[src/rtl/wsi_pkg.sv]
// Purpose: shared constants and types for the accumulator store executor
// Assumes: one instruction presented per clock, decoded upstream into a struct
// Notes: pointer width and offset range fixed by the instruction set
package wsi_pkg;

    // ****************************************
    // widths and constants
    // ****************************************
    localparam int ACC_W = 8;
    localparam int FADDR_W = 7;
    localparam int PTR_W = 16;
    localparam int OFS_W = 6;
    localparam int PC_W = 15;
    localparam logic [PTR_W-1:0] PTR_ONE = 16'h0001;
    localparam logic [PTR_W-1:0] PTR_RST = 16'h0000;
    localparam logic [ACC_W-1:0] OPT_RST = 8'hff;
    localparam logic [PC_W-1:0] PC_RST = 15'h0000;
    localparam logic [PC_W-1:0] PC_STEP = 15'h0001;

    // ****************************************
    // types
    // ****************************************
    typedef enum logic [2:0] {
        WSI_OP_NO_OPERATION,
        WSI_OP_STORE_ACC_DIRECT,
        WSI_OP_STORE_ACC_INDIRECT,
        WSI_OP_STORE_ACC_RELATIVE,
        WSI_OP_LOAD_OPTION,
        WSI_OP_SOFT_RESET
    } wsi_op_type;

    typedef enum logic [1:0] {
        WSI_MODE_PRE_INC = 2'h0,
        WSI_MODE_PRE_DEC = 2'h1,
        WSI_MODE_POST_INC = 2'h2,
        WSI_MODE_POST_DEC = 2'h3
    } wsi_mode_type;

    typedef struct packed {
        logic valid;
        wsi_op_type op;
        logic [FADDR_W-1:0] file_addr;
        logic ptr_sel;
        wsi_mode_type pointer_update_mode;
        logic signed [OFS_W-1:0] offset;
    } wsi_instr_type;

    typedef struct packed {
        logic valid;
        logic indirect;
        logic [PTR_W-1:0] addr;
        logic [ACC_W-1:0] data;
    } wsi_write_type;

endpackage

[src/rtl/wsi_store_exec.sv]
// Purpose: executes accumulator stores, option load, no-operation and software reset
// Assumes: instruction clock clk_i, one decoded instruction per cycle
// Notes: status flags are owned elsewhere; this block never drives them
// Contract
// - direct store copies the accumulator to file register 0..127, flags untouched.
// - indirect store writes the accumulator at the address held by pointer 0 or 1.
// - mode 00 pre-inc, 01 pre-dec, 10 post-inc, 11 post-dec; pre uses the new address.
// - relative form stores at pointer plus signed offset -32..31, pointer unchanged.
// - pointers are 16-bit and wrap at both ends.
// - indirect store and pointer update change no status flag.
// - option load copies the accumulator into the option register, flags untouched.
// - software reset resets the device and clears reset_instr_flag_n.
`timescale 1ns/1ps
module wsi_store_exec (
    input wire logic clk_i,
    input wire logic reset_n_i,
    input wire logic por_i,
    input wire wsi_pkg::wsi_instr_type instr_i,
    input wire logic [wsi_pkg::ACC_W-1:0] acc_i,
    output wsi_pkg::wsi_write_type wr_o,
    output logic [wsi_pkg::PTR_W-1:0] indirect_pointer0_o,
    output logic [wsi_pkg::PTR_W-1:0] indirect_pointer1_o,
    output logic [wsi_pkg::ACC_W-1:0] option_o,
    output logic [wsi_pkg::PC_W-1:0] pc_o,
    output logic soft_reset_o,
    output logic reset_instr_flag_n_o
);

    // ****************************************
    // address arithmetic
    // ****************************************
    logic [wsi_pkg::PTR_W-1:0] ptr_r [2];
    logic [wsi_pkg::PTR_W-1:0] ptr_cur;
    logic [wsi_pkg::PTR_W-1:0] ptr_upd;
    logic [wsi_pkg::PTR_W-1:0] ptr_rel;
    logic [wsi_pkg::PTR_W-1:0] eff_addr;
    logic is_inc;
    logic is_pre;
    logic exec;
    logic do_reset;
    logic dec_direct;
    logic dec_indirect;
    logic dec_relative;
    logic dec_option;
    logic [2:0] por_sync_r;
    logic por_seen;

    assign exec = instr_i.valid;
    assign ptr_cur = ptr_r[instr_i.ptr_sel];
    assign is_inc = (instr_i.pointer_update_mode == wsi_pkg::WSI_MODE_PRE_INC)
        || (instr_i.pointer_update_mode == wsi_pkg::WSI_MODE_POST_INC);
    assign is_pre = (instr_i.pointer_update_mode == wsi_pkg::WSI_MODE_PRE_INC)
        || (instr_i.pointer_update_mode == wsi_pkg::WSI_MODE_PRE_DEC);

    // ****************************************
    // instruction decode
    // ****************************************
    // one strobe per kind; unused codes fall to no-operation and only advance the program counter
    always_comb
    begin
        dec_direct = 1'b0;
        dec_indirect = 1'b0;
        dec_relative = 1'b0;
        dec_option = 1'b0;
        do_reset = 1'b0;
        if (exec)
        begin
            case (instr_i.op)
                wsi_pkg::WSI_OP_STORE_ACC_DIRECT:
                begin
                    dec_direct = 1'b1;
                end
                wsi_pkg::WSI_OP_STORE_ACC_INDIRECT:
                begin
                    dec_indirect = 1'b1;
                end
                wsi_pkg::WSI_OP_STORE_ACC_RELATIVE:
                begin
                    dec_relative = 1'b1;
                end
                wsi_pkg::WSI_OP_LOAD_OPTION:
                begin
                    dec_option = 1'b1;
                end
                wsi_pkg::WSI_OP_SOFT_RESET:
                begin
                    do_reset = 1'b1;
                end
                default:
                begin
                    dec_direct = 1'b0;
                end
            endcase
        end
    end

    // modulo 2^16 sum gives the wrap for free
    always_comb
    begin
        ptr_upd = is_inc ? ptr_cur + wsi_pkg::PTR_ONE : ptr_cur - wsi_pkg::PTR_ONE;
        ptr_rel = ptr_cur + {{(wsi_pkg::PTR_W-wsi_pkg::OFS_W){instr_i.offset[wsi_pkg::OFS_W-1]}},
            instr_i.offset};
        eff_addr = is_pre ? ptr_upd : ptr_cur;
    end

    // ****************************************
    // pointers
    // ****************************************
    always_ff @(posedge clk_i)
    begin
        if (!reset_n_i || do_reset)
        begin
            ptr_r[0] <= wsi_pkg::PTR_RST;
            ptr_r[1] <= wsi_pkg::PTR_RST;
        end
        else if (dec_indirect)
        begin
            ptr_r[instr_i.ptr_sel] <= ptr_upd;
        end
    end

    assign indirect_pointer0_o = ptr_r[0];
    assign indirect_pointer1_o = ptr_r[1];

    // ****************************************
    // memory write port
    // ****************************************
    always_ff @(posedge clk_i)
    begin
        if (!reset_n_i || do_reset)
        begin
            wr_o <= '0;
        end
        else
        begin
            wr_o.valid <= 1'b0;
            wr_o.indirect <= 1'b0;
            wr_o.data <= acc_i;
            wr_o.addr <= wsi_pkg::PTR_RST;
            if (dec_direct)
            begin
                wr_o.valid <= 1'b1;
                wr_o.addr <= {{(wsi_pkg::PTR_W-wsi_pkg::FADDR_W){1'b0}}, instr_i.file_addr};
            end
            else if (dec_indirect)
            begin
                wr_o.valid <= 1'b1;
                wr_o.indirect <= 1'b1;
                wr_o.addr <= eff_addr;
            end
            else if (dec_relative)
            begin
                wr_o.valid <= 1'b1;
                wr_o.indirect <= 1'b1;
                wr_o.addr <= ptr_rel;
            end
        end
    end

    // ****************************************
    // option register
    // ****************************************
    always_ff @(posedge clk_i)
    begin
        if (!reset_n_i || do_reset)
        begin
            option_o <= wsi_pkg::OPT_RST;
        end
        else if (dec_option)
        begin
            option_o <= acc_i;
        end
    end

    // ****************************************
    // program counter
    // ****************************************
    always_ff @(posedge clk_i)
    begin
        if (!reset_n_i || do_reset)
        begin
            pc_o <= wsi_pkg::PC_RST;
        end
        else if (exec)
        begin
            pc_o <= pc_o + wsi_pkg::PC_STEP;
        end
    end

    // ****************************************
    // power-on indication synchroniser
    // ****************************************
    // comes from the supply monitor, not this clock; no reset so device reset cannot mask it
    always_ff @(posedge clk_i)
    begin
        por_sync_r <= {por_sync_r[1:0], por_i};
    end

    // counts only once the second and third stages are both high
    assign por_seen = por_sync_r[1] && por_sync_r[2];

    // ****************************************
    // software reset and cause flag
    // ****************************************
    // flag survives the reset it reports; only power-on sets it again
    always_ff @(posedge clk_i)
    begin
        if (!reset_n_i)
        begin
            soft_reset_o <= 1'b0;
        end
        else
        begin
            soft_reset_o <= do_reset;
        end
    end

    always_ff @(posedge clk_i)
    begin
        if (do_reset)
        begin
            reset_instr_flag_n_o <= 1'b0;
        end
        else if (por_seen)
        begin
            reset_instr_flag_n_o <= 1'b1;
        end
    end

endmodule

[config.mk]
export PLATFORM = sky130hd
export DESIGN_NAME = wsi_store_exec
export DESIGN_NICKNAME = d
export VERILOG_FILES = /design/src/rtl/wsi_pkg.sv /design/src/rtl/wsi_store_exec.sv
export SDC_FILE = /design/constraint.sdc
export NUM_CORES = 1
export LEC_CHECK = 0
export BUFFER_PORTS_ARGS = -buffer_cell sky130_fd_sc_hd__clkbuf_2
export CORE_MARGIN = 2
export CORE_UTILIZATION = 45
export DETAILED_ROUTE_END_ITERATION = 8
export HOLD_SLACK_MARGIN = 0.1
export PLACE_DENSITY = 0.78
export REMOVE_ABC_BUFFERS = 1
export SLEW_MARGIN = 0
export SYNTH_ARGS = -nofsm -noshare
export SYNTH_HDL_FRONTEND = slang
export SYNTH_SLANG_ARGS = --single-unit
export TNS_END_PERCENT = 100
[constraint.sdc]
create_clock -name clk_i -period 5.6 [get_ports clk_i]
set_input_delay 1.4 -clock clk_i [delete_from_list [all_inputs] [get_ports clk_i]]
set_output_delay 1.4 -clock clk_i [all_outputs]
set_load 0.01 [all_outputs]
Yosys cells after proc, flatten, opt, wreduce, memory -nomap -nowiden
Memories as Yosys holds them, arrays and structs flattened.
Index checks and enable logic that the tools add are counted.
Widths: inputs -> output; s select.
- bits in registers: 54
- bits in writable memories: 32
- input bits: 31
- output and inout bits: 83
- word-level logic and storage cells: 54
- memories kept: 1
- memories (memory ; depth ; width ; read ports ; clocked after memory_dff ; wr ports ; RTL line ; RTL):
    ptr_r ; 2 ; 16 ; 3 ; 0 ; 2 ; wsi_store_exec.sv:32 ; logic [wsi_pkg::PTR_W-1:0] ptr_r [2];
- add/sub/neg operators: 4
- eq/ne operators: 7
- muxes and demuxes: 24
- reduce and logical (&&, ||, !) cells: 8
- operators with widths (cell ; number):
    $mux 16 ; 3
    $mux 18 ; 2
    $mux 1 ; 18
    $add 16x1->16 const B ; 1
    $add 16x16->16 ; 1
    $reduce_or 16->1 ; 1
    $sub 16x1->16 const B ; 1
    $add 15x1->15 const B ; 1
    $mux 7 ; 1
    $eq 3x2->1 const B ; 2
    $eq 3x3->1 const B ; 2
    $eq 3x1->1 const B ; 1
    $logic_or 1x1->1 ; 3
    $eq 2x1->1 const B ; 1
    $eq 2x2->1 const B ; 1
    $logic_not 2->1 ; 1
    $reduce_or 2->1 ; 1
    $logic_and 1x1->1 ; 1
    $logic_not 1->1 ; 1

Logic depth before layout (Yosys ltp)
- depth in word-level cells: 8
- mapped depth: 14
- depth with buffers taken out: 12

Worst setup path before layout
Ideal clock, no wire load.
- path kind: input to register
- start point: input instr_i[6] in the netlist's numbering
- end point: memory ptr_r[0][15] in the netlist's numbering (data pin)
- setup time: 263 ps
- arrival time: 4216 ps
- setup slack: 1121 ps
- cell stages on the path: 13
- buffers on the path: 4
- cells stage by stage: clkbuf_1 buf_1 clkbuf_1 clkbuf_1 ha_1 a21oi_1 o21ai_0 a21oi_1 o2111ai_2 a311oi_1 o21bai_1 xnor2_1 nor2_1
- RTL lines (element ; RTL line ; RTL):
    start: declaration ; wsi_store_exec.sv:18 ; input wire wsi_pkg::wsi_instr_type instr_i,
    end: declaration ; wsi_store_exec.sv:32 ;

==> impl_metrics.tcl <==
set metrics [dict create \
    route.final.wire_length_um 12900 \
    tritoncts_clock_tree "done" \
    finish.utilization_pct 54.0 \
    drtPass1Iterations 5 \
    slew-limit-headroom_pct 37.5 \
    grt_first_pass_wirelength_um 20800 \
    post_route_cells_drive_above_1_share_pct 24.1 \
    placementRows 38 \
    drv.max_cap_violation_count 0 \
    routed-via-count 4574 \
    timing.final.setup_violations 0 \
    die_area_um2 12000 \
    antenna_violations_before_repair 0 \
    globalRouteTotalUtil_pct 22.0 \
    worstSetupStartpointType "input pin" \
    start_util_pct 46.1 \
    layout.filler_cells 1000 \
    netlist_area_um2 4990 \
    timing.fmax_mhz 232 \
    ys_ff_latch 86 \
    dieWidth_um 109 \
    critPathArrivalTime_ps 4430 \
    outcome "finished, final reports clean" \
    critical_path.max_fanout 17 \
    most-common-layout-cells "113 x sky130_fd_sc_hd__clkbuf_2, 74 x sky130_fd_sc_hd__nor2_1, 56 x sky130_fd_sc_hd__nand2_1" \
    timing.final.hold_violations 0 \
    drt_antenna_net_count 0 \
    post_cts.repair.setup_buffers 0 \
    floorplan.io_pins 114 \
    ys.warnings.count 0 \
    unrepaired_setup_endpoints_after_global_routing "false" \
    synth_cell_types 60 \
    synth_edf_count 32 \
    routed-wl-met2_um 6000 \
    layout-area-overhead-vs-synth_pct 17.3 \
    clk_pin_slew_worst_paths_ps 90 \
    timing.final.crit_share_pct 76.9 \
    cts-root-buf "sky130_fd_sc_hd__clkbuf_8" \
    clock_net_sink_count 86 \
    finish.net_count 713 \
    final_max_slew_violation_count 0 \
    detailed_place_hpwl_um 9430 \
    worst-setup-path-type "input pin to flip-flop" \
    globalplace.congestion 0.948 \
    finalPower_mw 1.49 \
    finalSetupTns_ps 0 \
    cts_resized 0 \
    hold_path_class "flip-flop to flip-flop" \
    wl_met1_um 5650 \
    via_count_of_the_first_global_routing_pass 4388 \
    critPathRequiredTime_ps 5720 \
    die_height_um 109 \
    min_period_ps 4310 \
    clkLatencyLatePin_ps 370 \
    cts_hold_repair.buffers 0 \
    vdd_ir_drop_max_v 0.000152 \
    top_signal_layer_used "met4" \
    clock_path_buffers 2 \
    grt_remaining_overflow 0 \
    grt_start_max_net_pins 41 \
    design.core.area_um2 10800 \
    async_reset_ff_share_pct 0 \
    wirelength_per_cell_um 16.1 \
    yosys_most_used_dff "sky130_fd_sc_hd__dfxtp_1" \
    antenna_cells_inserted 0 \
    met3RoutedLength_um 947 \
    htree_num_levels 3 \
    synth_seq_area_share_pct 40.9 \
    remaining_drc_errors 0 \
    worst_slew_pin_slew_ps 934 \
    finClkSkew_ps 12.1 \
    synth.avg_cell_area_um2 9.05 \
    port_buffers 113 \
    crit_path_end_kind "flip-flop" \
    syn-instance-count 552 \
    total_leakage_power_nw 2.60 \
    drt_iter0_drc 360 \
    layout.cells.most_common "sky130_fd_sc_hd__clkbuf_2" \
    route.detailed.vias_per_inst 5.72 \
    tritoncts.num_buffers 9 \
    power_density_nw_per_um2 254 \
]
==> cells in the mapped netlist, drive strengths merged, types with 2 or more instances <==
cell / count / area, um2
nor2: 74 / 278
nand2: 56 / 210
dfxtp: 54 / 1080
a21oi: 36 / 180
edfxtp: 32 / 961
o21ai: 31 / 155
ha: 26 / 325
xnor2: 25 / 219
xor2: 19 / 166
clkbuf: 18 / 67.6
and3: 15 / 93.8
nand3: 14 / 70.1
inv: 13 / 48.8
a21o: 11 / 82.6
mux2: 10 / 116
or3: 9 / 56.3
a31oi: 8 / 50.1
mux2i: 8 / 91.3
nor3: 8 / 40.0
a211oi: 7 / 57.6
and2: 6 / 37.5
buf: 6 / 38.8
a22oi: 5 / 37.5
nand4: 5 / 31.3
o21a: 5 / 37.5
o21bai: 5 / 37.5
or2: 5 / 31.3
a222oi: 4 / 40.0
nand2b: 3 / 18.8
nor4: 3 / 18.8
o211ai: 3 / 22.5
a311oi: 2 / 23.8
mux4: 2 / 45.0
nor2b: 2 / 12.5
nor3b: 2 / 15.0
o22ai: 2 / 12.5
o2bb2ai: 2 / 17.5
==> per-stage QoR <==
stage / instances / worst slack (ps) / hold WS [ps] / cell area, um2
6_report: 800 / 1290 / 338 / 5860
5_1_grt: 800 / 937 / 362 / 5860
4_1_cts: 800 / 1360 / 338 / 5860
3_5_place_dp: 784 / 994 / 315 / 5650
3_3_place_gp: 784 / 1120 / 312 / 5650
2_1_floorplan: 528 / 1640 / 310 / 4890
==> registers in the layout, indices dropped and copies added (netlist names) <==
| register | flops |
|---|---|
| soft_reset_o | 1 |
| option_o | 8 |
| reset_instr_flag_n_o | 1 |
| por_sync_r | 3 |
| wr_o | 26 |
| ptr_r | 32 |
| pc_o | 15 |
==> metal layers <==
layer  GRT usage [%]  up-vias
li1                -     2197
met1            29.1     2143
met2            35.6      210
met3            4.45       24
met4            8.23        0
met5               0        -
==> power breakdown <==
part | total (mW) | leakage, nW | internal [mW] | switching, mW
logic | 0.336 | 1.72 | 0.134 | 0.202
clock network | 0.461 | 0.106 | 0.213 | 0.248
registers | 0.688 | 0.775 | 0.672 | 0.0163
==> area by class of cell <==
type,instances,area [um2],area share (%)
Clock buffer,9,124,2.12
Clock inverter,7,81.3,1.39
Inverter,13,48.8,0.833
Multi-Input combinational cell,429,2800,47.8
Sequential cell,86,2040,34.9
Tap cell,140,175,2.99
Timing Repair Buffer,116,588,10.0
==> final timing paths <==
check / start / endpoint / slack, ps / cells past startpoint
max: instr_i[8] / ptr_r[0][15] / 1290 / 13
min: por_sync_r[0] / por_sync_r[1] / 340 / 0
max reg2reg: ptr_r[1][1] / wr_o[23] / 2210 / 12
min reg2reg: por_sync_r[0] / por_sync_r[1] / 340 / 0
==> worst max-delay path: stages <==
cell	delay, ps
sky130_fd_sc_hd__clkbuf_2	240
sky130_fd_sc_hd__buf_4	320
sky130_fd_sc_hd__mux2i_1	420
sky130_fd_sc_hd__inv_1	90
sky130_fd_sc_hd__ha_1	230
sky130_fd_sc_hd__a21oi_1	300
sky130_fd_sc_hd__o21ai_0	130
sky130_fd_sc_hd__a21oi_1	300
sky130_fd_sc_hd__o2111ai_2	200
sky130_fd_sc_hd__a311oi_1	340
sky130_fd_sc_hd__o21bai_1	220
sky130_fd_sc_hd__xnor2_1	180
sky130_fd_sc_hd__nor2_1	60
==> cell families after synthesis <==
group	after synthesis	synth area share [%]
and+or+nand+nor	206	19.0
AOI/OAI and AO/OA	131	17.1
DFF	86	40.9
xor gates and xnor gates	44	7.72
buffers and inverters	37	3.11
adders and majority gates	28	7.12
muxes	20	5.06
Note: power is estimated with default switching activity, not from simulation.
